[config.mk]
export PLATFORM = sky130hd
export DESIGN_NAME = usb_ep_ctl
export DESIGN_NICKNAME = d
export VERILOG_FILES = /design/src/core/usb_ep_ctl_pkg.sv /design/src/core/usb_ep_ctl.sv
export VERILOG_INCLUDE_DIRS = /design/src /design/src/core
export SDC_FILE = /design/constraint.sdc
export NUM_CORES = 1
export LEC_CHECK = 0
export ABC_CLOCK_PERIOD_IN_PS = 2300
export BUFFER_PORTS_ARGS = -buffer_cell sky130_fd_sc_hd__buf_2
export CAP_MARGIN = 20
export CORE_AREA = 10 10 105 116
export CTS_CLUSTER_DIAMETER = 120
export DETAILED_ROUTE_END_ITERATION = 10
export DIE_AREA = 0 0 115 126
export SLEW_MARGIN = 20
export SYNTH_ARGS = -nofsm -noshare
export SYNTH_HDL_FRONTEND = slang
export SYNTH_SLANG_ARGS = --single-unit
[constraint.sdc]
create_clock -name i_clk -period 2.3 [get_ports i_clk]
set_input_delay 0.23 -clock i_clk [delete_from_list [all_inputs] [get_ports i_clk]]
set_output_delay 0.23 -clock i_clk [all_outputs]
set_load 0.1 [all_outputs]
[src/core/usb_ep_ctl_params.svh]
// Register offsets, field positions, reset values and encodings of the endpoint control block
`ifndef USB_EP_CTL_PARAMS_SVH
`define USB_EP_CTL_PARAMS_SVH
`define EP_OFS_CONTROL   8'h25
`define EP_OFS_TX1       8'h28
`define EP_OFS_RX2       8'h2a
`define EP_OFS_TX2       8'h2c
`define EP_OFS_TX3       8'h2e
`define EP_OFS_TX4       8'h30
`define EP_OFS_TX5       8'h32
`define EP_OFS_ADDR      8'h23
`define EP_OFS_BUSCTL    8'h22
`define EP_RESET_VALUE   8'h00
`define CTL_DONE_BIT     7
`define CTL_TXTOG_BIT    6
`define CTL_TXSTAT_HI    5
`define CTL_TXSTAT_LO    4
`define CTL_RXTOG_BIT    2
`define EP_DONE_BIT      3
`define EP_TOG_BIT       2
`define STAT_DISABLED    2'h0
`define STAT_STALL       2'h1
`define STAT_NAK         2'h2
`define STAT_VALID       2'h3
`define PID_OUT          2'h0
`define PID_IN           2'h2
`define PID_SETUP        2'h3
`endif

[src/core/usb_ep_ctl_pkg.sv]
// Types shared by the endpoint control block
package usb_ep_ctl_pkg;
	typedef struct packed {
		logic [7:0] addr;
		logic [7:0] wdata;
		logic       wr;
		logic       rd;
	} reg_req_t;
	// One transaction outcome reported by the packet engine
	typedef struct packed {
		logic       done;     // Transaction finished this cycle
		logic       ok;       // Completed without error
		logic [1:0] pid;      // Token kind: out, in, setup
		logic [2:0] ep;       // Endpoint number
		logic [6:0] dev_addr; // Address carried by the token
		logic       host_ack; // Host acked our data packet
		logic       data_pid; // Received data PID (0 data0, 1 data1)
		logic       stalled;  // Device answered with stall
	} xact_t;
	// Handshake decision offered for the current token
	typedef enum logic [1:0] {
		HS_IGNORE,
		HS_STALL,
		HS_NAK,
		HS_HANDLE
	} handshake_t;
	typedef struct packed {
		logic       done;
		logic       txtog;
		logic [1:0] txstat;
		logic       rxtog;
		logic [1:0] rxstat;
	} ctl_ep_t;
	typedef struct packed {
		logic       done;
		logic       tog;
		logic [1:0] stat;
	} dir_ep_t;
endpackage

[src/core/usb_ep_ctl.sv]
// Endpoint status, toggle and handshake control for a full-speed USB function
//
// Implementation choices: the strobed register port and the register addresses.
`timescale 1ns/100ps
// Summary of operation
// - Bus reset zeroes control toggles and status
// - Endpoint 0 success sets control done flag
// - Control tx toggle forced one on setup
// - Tx toggle inverts only on host ack
// - Software may write both toggle bits
// - Control tx status uses four-state encoding
// - Control rx status uses same encoding
// - Endpoint 0 success sets both to nak
// - Setup stage clears control rx toggle
// - Rx toggle inverts on matching good data
// - Setup on enabled endpoint acked, nak both
// - Stall answer sets both fields stall
// - Reserved bits read zero, ignore writes
// - Bus reset clears endpoint bits 2:0
// - Good IN sets endpoint tx done
// - Endpoint tx status four-state encoding
// - Endpoint success overwrites tx status nak
// - Only address match lets endpoint take part
// - Good OUT on endpoint 2 sets rx done
// - Endpoint 2 rx status nak after success
`include "usb_ep_ctl_params.svh"
module usb_ep_ctl (
	input  wire logic                     i_clk,
	input  wire logic                     i_rst,
	input  wire usb_ep_ctl_pkg::reg_req_t i_req,
	output logic [7:0]                    o_rdata,
	input  wire logic                     i_bus_reset,
	input  wire usb_ep_ctl_pkg::xact_t    i_xact,
	input  wire logic [1:0]               i_tok_pid,
	input  wire logic [2:0]               i_tok_ep,
	input  wire logic [6:0]               i_tok_addr,
	output usb_ep_ctl_pkg::handshake_t    o_handshake,
	output logic                          o_tx_pid,
	output logic                          o_rx_expect
);
	import usb_ep_ctl_pkg::*;

	localparam int N_TX = 5;

	typedef struct packed {
		ctl_ep_t             ep0;
		dir_ep_t [N_TX-1:0]  tx;
		dir_ep_t             rx2;
		logic [6:0]          dev_addr;
		logic                forced_bus_reset;
		logic                bus_reset_s1;
		logic                bus_reset_s2;
		logic [7:0]          rdata;
		handshake_t          handshake;
		logic                tx_pid;
		logic                rx_expect;
	} state_t;

	state_t st;
	state_t next_st;
	logic   usb_rst;
	logic   hit;
	logic   ok_ep0;
	logic   ok_tx;
	logic   ok_rx2;
	logic [1:0] tx_stat_cur;
	logic [1:0] rx_stat_cur;

	// Bus reset pin crosses in from the transceiver, forced reset is ours
	assign usb_rst = st.bus_reset_s2 | st.forced_bus_reset;

	// Combinational next state
	always_comb begin
		next_st = st;
		next_st.bus_reset_s1 = i_bus_reset;
		next_st.bus_reset_s2 = st.bus_reset_s1;
		// address match gates every transaction-driven state update
		hit    = i_xact.done && (i_xact.dev_addr == st.dev_addr);
		ok_ep0 = hit && i_xact.ok && (i_xact.ep == 3'h0);
		ok_tx  = hit && i_xact.ok && (i_xact.ep != 3'h0) && (i_xact.ep <= 3'h5) && (i_xact.pid == `PID_IN);
		ok_rx2 = hit && i_xact.ok && (i_xact.ep == 3'h2) && (i_xact.pid == `PID_OUT);

		// Register writes first, so that hardware events below win
		if (i_req.wr) begin
			case (i_req.addr)
				`EP_OFS_CONTROL: begin
					next_st.ep0.txtog  = i_req.wdata[`CTL_TXTOG_BIT];
					next_st.ep0.txstat = i_req.wdata[`CTL_TXSTAT_HI:`CTL_TXSTAT_LO];
					next_st.ep0.rxtog  = i_req.wdata[`CTL_RXTOG_BIT];
					next_st.ep0.rxstat = i_req.wdata[1:0];
					if (!i_req.wdata[`CTL_DONE_BIT]) begin
						next_st.ep0.done = 1'b0;
					end
				end
				`EP_OFS_RX2: begin
					next_st.rx2.tog  = i_req.wdata[`EP_TOG_BIT];
					next_st.rx2.stat = i_req.wdata[1:0];
					if (!i_req.wdata[`EP_DONE_BIT]) begin
						next_st.rx2.done = 1'b0;
					end
				end
				`EP_OFS_ADDR: begin
					next_st.dev_addr = i_req.wdata[6:0];
				end
				`EP_OFS_BUSCTL: begin
					next_st.forced_bus_reset = i_req.wdata[0];
				end
				default: begin
					for (int i = 0; i < N_TX; i++) begin
						if (i_req.addr == ((i == 0) ? `EP_OFS_TX1 : (i == 1) ? `EP_OFS_TX2 :
							(i == 2) ? `EP_OFS_TX3 : (i == 3) ? `EP_OFS_TX4 : `EP_OFS_TX5)) begin
							next_st.tx[i].tog  = i_req.wdata[`EP_TOG_BIT];
							next_st.tx[i].stat = i_req.wdata[1:0];
							if (!i_req.wdata[`EP_DONE_BIT]) begin
								next_st.tx[i].done = 1'b0;
							end
						end
					end
				end
			endcase
		end

		// Endpoint 0 hardware updates
		if (hit && (i_xact.ep == 3'h0)) begin
			if (i_xact.stalled) begin
				next_st.ep0.txstat = `STAT_STALL;
				next_st.ep0.rxstat = `STAT_STALL;
			end else if (i_xact.pid == `PID_SETUP && st.ep0.rxstat != `STAT_DISABLED && i_xact.ok) begin
				// setup forces tx toggle to data1
				next_st.ep0.txtog  = 1'b1;
				next_st.ep0.rxtog  = 1'b0;
				next_st.ep0.txstat = `STAT_NAK;
				next_st.ep0.rxstat = `STAT_NAK;
				next_st.ep0.done   = 1'b1;
			end else if (ok_ep0) begin
				next_st.ep0.done   = 1'b1;
				next_st.ep0.txstat = `STAT_NAK;
				next_st.ep0.rxstat = `STAT_NAK;
				// tx toggle flips only on host ack
				if (i_xact.pid == `PID_IN && i_xact.host_ack) begin
					next_st.ep0.txtog = ~st.ep0.txtog;
				end
				// rx toggle flips on matching data pid
				if (i_xact.pid == `PID_OUT && i_xact.data_pid == st.ep0.rxtog) begin
					next_st.ep0.rxtog = ~st.ep0.rxtog;
				end
			end
		end

		// Transmit endpoints 1 to 5
		for (int i = 0; i < N_TX; i++) begin
			if (ok_tx && (i_xact.ep == 3'(i + 1))) begin
				next_st.tx[i].done = 1'b1;
				next_st.tx[i].stat = `STAT_NAK;
				if (i_xact.host_ack) begin
					next_st.tx[i].tog = ~st.tx[i].tog;
				end
			end
		end

		// Endpoint 2 reception
		if (ok_rx2) begin
			next_st.rx2.done = 1'b1;
			next_st.rx2.stat = `STAT_NAK;
			// toggle flips on matching data pid
			if (i_xact.data_pid == st.rx2.tog) begin
				next_st.rx2.tog = ~st.rx2.tog;
			end
		end

		// bus reset clears control fields 6:4 and 2:0
		// bus reset clears endpoint bits 2:0
		if (usb_rst) begin
			next_st.ep0.txtog  = 1'b0;
			next_st.ep0.txstat = `STAT_DISABLED;
			next_st.ep0.rxtog  = 1'b0;
			next_st.ep0.rxstat = `STAT_DISABLED;
			next_st.rx2.tog    = 1'b0;
			next_st.rx2.stat   = `STAT_DISABLED;
			next_st.dev_addr   = 7'h00;
			for (int i = 0; i < N_TX; i++) begin
				next_st.tx[i].tog  = 1'b0;
				next_st.tx[i].stat = `STAT_DISABLED;
			end
		end

		// Handshake decision for the token now on the wire
		tx_stat_cur = `STAT_DISABLED;
		rx_stat_cur = `STAT_DISABLED;
		next_st.tx_pid    = 1'b0;
		next_st.rx_expect = 1'b0;
		if (i_tok_ep == 3'h0) begin
			tx_stat_cur = st.ep0.txstat;
			rx_stat_cur = st.ep0.rxstat;
			next_st.tx_pid    = st.ep0.txtog;
			next_st.rx_expect = st.ep0.rxtog;
		end else if (i_tok_ep == 3'h2) begin
			rx_stat_cur = st.rx2.stat;
			next_st.rx_expect = st.rx2.tog;
		end
		for (int i = 0; i < N_TX; i++) begin
			if (i_tok_ep == 3'(i + 1)) begin
				tx_stat_cur    = st.tx[i].stat;
				next_st.tx_pid = st.tx[i].tog;
			end
		end
		// rx encoding decides OUT and SETUP
		if (i_tok_addr != st.dev_addr || usb_rst) begin
			next_st.handshake = HS_IGNORE;
		end else if (i_tok_pid == `PID_SETUP) begin
			next_st.handshake = (i_tok_ep == 3'h0 && rx_stat_cur != `STAT_DISABLED) ? HS_HANDLE : HS_IGNORE;
		end else begin
			case ((i_tok_pid == `PID_IN) ? tx_stat_cur : rx_stat_cur)
				`STAT_STALL: next_st.handshake = HS_STALL;
				`STAT_NAK:   next_st.handshake = HS_NAK;
				`STAT_VALID: next_st.handshake = HS_HANDLE;
				default:     next_st.handshake = HS_IGNORE;
			endcase
		end

		// reserved bits read back as zero
		next_st.rdata = 8'h00;
		if (i_req.rd) begin
			case (i_req.addr)
				`EP_OFS_CONTROL: next_st.rdata = {st.ep0.done, st.ep0.txtog, st.ep0.txstat, 1'b0,
					st.ep0.rxtog, st.ep0.rxstat};
				`EP_OFS_RX2:     next_st.rdata = {4'h0, st.rx2};
				`EP_OFS_ADDR:    next_st.rdata = {1'b0, st.dev_addr};
				`EP_OFS_BUSCTL:  next_st.rdata = {7'h00, st.forced_bus_reset};
				`EP_OFS_TX1:     next_st.rdata = {4'h0, st.tx[0]};
				`EP_OFS_TX2:     next_st.rdata = {4'h0, st.tx[1]};
				`EP_OFS_TX3:     next_st.rdata = {4'h0, st.tx[2]};
				`EP_OFS_TX4:     next_st.rdata = {4'h0, st.tx[3]};
				`EP_OFS_TX5:     next_st.rdata = {4'h0, st.tx[4]};
				default:         next_st.rdata = 8'h00;
			endcase
		end
	end

	// State register; reset constants only
	always_ff @(posedge i_clk or posedge i_rst) begin
		if (i_rst) begin
			st <= '0;
		end else begin
			st <= next_st;
		end
	end

	assign o_rdata     = st.rdata;
	assign o_handshake = st.handshake;
	assign o_tx_pid    = st.tx_pid;
	assign o_rx_expect = st.rx_expect;
endmodule

==> impl_metrics.toml <==
[min_path]
hold_class = "input port to flip-flop"
worstHoldStart = "i_bus_reset"
hold_end = "next_st[12]"
hold_depth = 1

[setup_path]
worstReg2RegEnd = "st[34]"
cp-start-kind = "flip-flop"
critical_path_required_ps = 2530
crit_path_end_kind = "flip-flop"
cp_max_fo = 14
r2r_start = "st[19]"
r2r_setup_slack_ps = 260
cp.arrival_ps = 2260
reg2reg_depth = 5
worst-setup-path-type = "flip-flop to flip-flop"

[floorplanning]
die_y_um = 126
ios = 62
die_x_um = 115
row_count = 38
die_area_um2 = 14490
core_area_um2 = 9794
initial_utilization_pct = 34.13

[timing]
period_share_pct = 88.55
skew_ps = 11.82
tns_ps = 0
hold_ws_ps = 1.699
setup_ws_ps = 263.4
tightest_slew_ps = 548.1
drv_slew = 0
max_slew_margin_pct = 63.40
final_hold_viol_count = 0
fin_crit_ps = 2037
rsz0062_at_grt = "no"
setup_viol = 0
max_freq_mhz = 491.0

[finish]
seq_area_um2 = 1326
drive_above_1_share_pct = 27.78
finalNetCount = 463
layout_common_cells = "buf_2 (61), dfrtp_1 (53), nand2_1 (35), a21oi_1 (23), mux2i_1 (22)"
fill_cells = 965
antenna_cells = 0
multiInputGateArea_um2 = 1853
area_growth_pct = 18.34
layout_commonest_cell = "buf_2"

[synth]
seq_area_frac_synth_pct = 39.67
syn-mean-instance-area_um2 = 9.471
syn_inst = 353
syn_area_um2 = 3343
async_flop_share_pct = 100.0
synth_flop_cell = "dfrtp_1"
yosysUniqueCellTypes = 54
synth_edf_count = 0
yosysWarnings = 0
synth_seq_cells = 53
synth_nets = 403

[clock_network]
cts_buffers = 5
ctsResizeCount = 0
clk_pin_slew_ps = 110
tritoncts = "built"
clock_path_buffers = 2
htree_levels = 2
cts.sinks = 53
cts_setup_buffers = 0
clk_latency_ps = 320
clockRootBuffer = "clkbuf_8"
cts-hold-fix-buffers = 1

[status]
status = "completed"

[placed_design]
routabilityCongestion = 0.9208
portBuffers = 61
place_ws_ps = 234.9
hpwlAfterDp_mm = 8.263

[global_route]
grt_antenna_before_repair = 0
gr-total-overflow = 0
first_global_vias = 3091
grt_pass1_wl_mm = 17.10
grt.total_usage_pct = 14.67
grt_max_degree = 31

[route]
drt_iter0_markers = 229
wl_per_cell_um = 19.81
drtPass1Iterations = 6
post_drt_via_cell_ratio = 5.717
drc = 0
routed_wl_mm = 10.58
ant_nets = 0
vias = 3053

[run]
drv_cap = 0

[power]
power_mw = 1.926
p_leak_nw = 1.841
power.density_nw_per_um2 = 486.8
peakVddDrop_uv = 282.1
-- metrics by stage --
step | utilization (%) | std cells | area [um^2]
after CTS | 40.39 | 534 | 3956
after floorplan | - | 353 | 3343
after detailed placement | 38.89 | 525 | 3809
after global routing | 40.39 | 534 | 3956
final | 40.39 | 534 | 3956
after global placement | 38.89 | 525 | 3809
-- flip-flops by register name (all words and copies together), names as in the netlist --
name         count
o_rdata          8
next_st          1
o_rx_expect      1
st              40
o_tx_pid         1
o_handshake      2
-- cells in the mapped netlist, drive strengths merged (3+ instances only) --
cell type / number / area [um^2]
nand3b: 5 / 37.54
mux4: 3 / 67.56
o311ai: 5 / 43.79
a222oi: 4 / 40.04
nor3: 8 / 40.04
a21oi: 23 / 115.1
inv: 5 / 18.77
nor2b: 5 / 31.28
xnor2: 7 / 61.31
nor4: 3 / 40.04
or3: 3 / 18.77
buf: 11 / 80.07
mux2i: 22 / 220.2
xor2: 7 / 61.31
nor3b: 6 / 45.04
dfrtp: 53 / 1326
nor4b: 4 / 41.29
nor2: 17 / 63.81
or2: 3 / 18.77
a31oi: 5 / 31.28
a22oi: 3 / 22.52
o21ai: 14 / 70.07
clkbuf: 17 / 65.06
nand3: 14 / 70.07
nand2: 36 / 137.6
nand4: 7 / 43.79
or4: 8 / 60.06
mux2: 15 / 172.7
nand2b: 7 / 43.79
and3: 13 / 81.33
-- kinds of logic (layout without fill, tap and decap cells) --
logic type      count (synthesis)  in the layout  synth area share [%]
buf+inv                        33             94                 4.902
simple gates                  146            146                 25.08
xor+xnor                       14             14                 3.668
mux                            40             40                 13.77
flops                          53             53                 39.67
compound gates                 67             67                 12.91
-- routing by layer --
| metal | GRT usage [%] | routed length [um] | part of all wire [%] |
|---|---|---|---|
| met5 | 0 | 0 | 0 |
| met4 | 5.102 | 286 | 2.7 |
| met3 | 3.039 | 662 | 6.3 |
| met2 | 23.71 | 5186 | 49 |
| met1 | 18.82 | 4442 | 42 |
-- critical path, cell delays in order (launching register included) --
cell	delay, ps
dfrtp_1	440
xor2_1	190
nor4_4	340
nand2_2	200
or4_1	570
and3_1	210
-- worst max-delay path by stage --
stage	startpoint	endpoint	cells after the start
finish	st[19]	st[34]	5
detailed placement	i_req[14]	st[27]	5
global placement	i_req[14]	st[27]	5
floorplan	st[21]	st[44]	6
global route	st[19]	st[34]	5
CTS	st[19]	st[34]	5
-- area by class of cell --
type | instances | area share, %
Multi-Input combinational cell | 267 | 46.84
Sequential cell | 53 | 33.52
Timing Repair Buffer | 81 | 11.89
Tap cell | 120 | 3.795
Clock buffer | 5 | 1.739
Clock inverter | 3 | 1.739
Inverter | 5 | 0.4744
-- power breakdown --
group | total [mW] | internal, mW | switching (mW)
logic | 0.214 | 0.0805 | 0.134
registers | 0.938 | 0.935 | 0.00262
clock network | 0.774 | 0.438 | 0.336
Power figures use the tool's default switching activity.
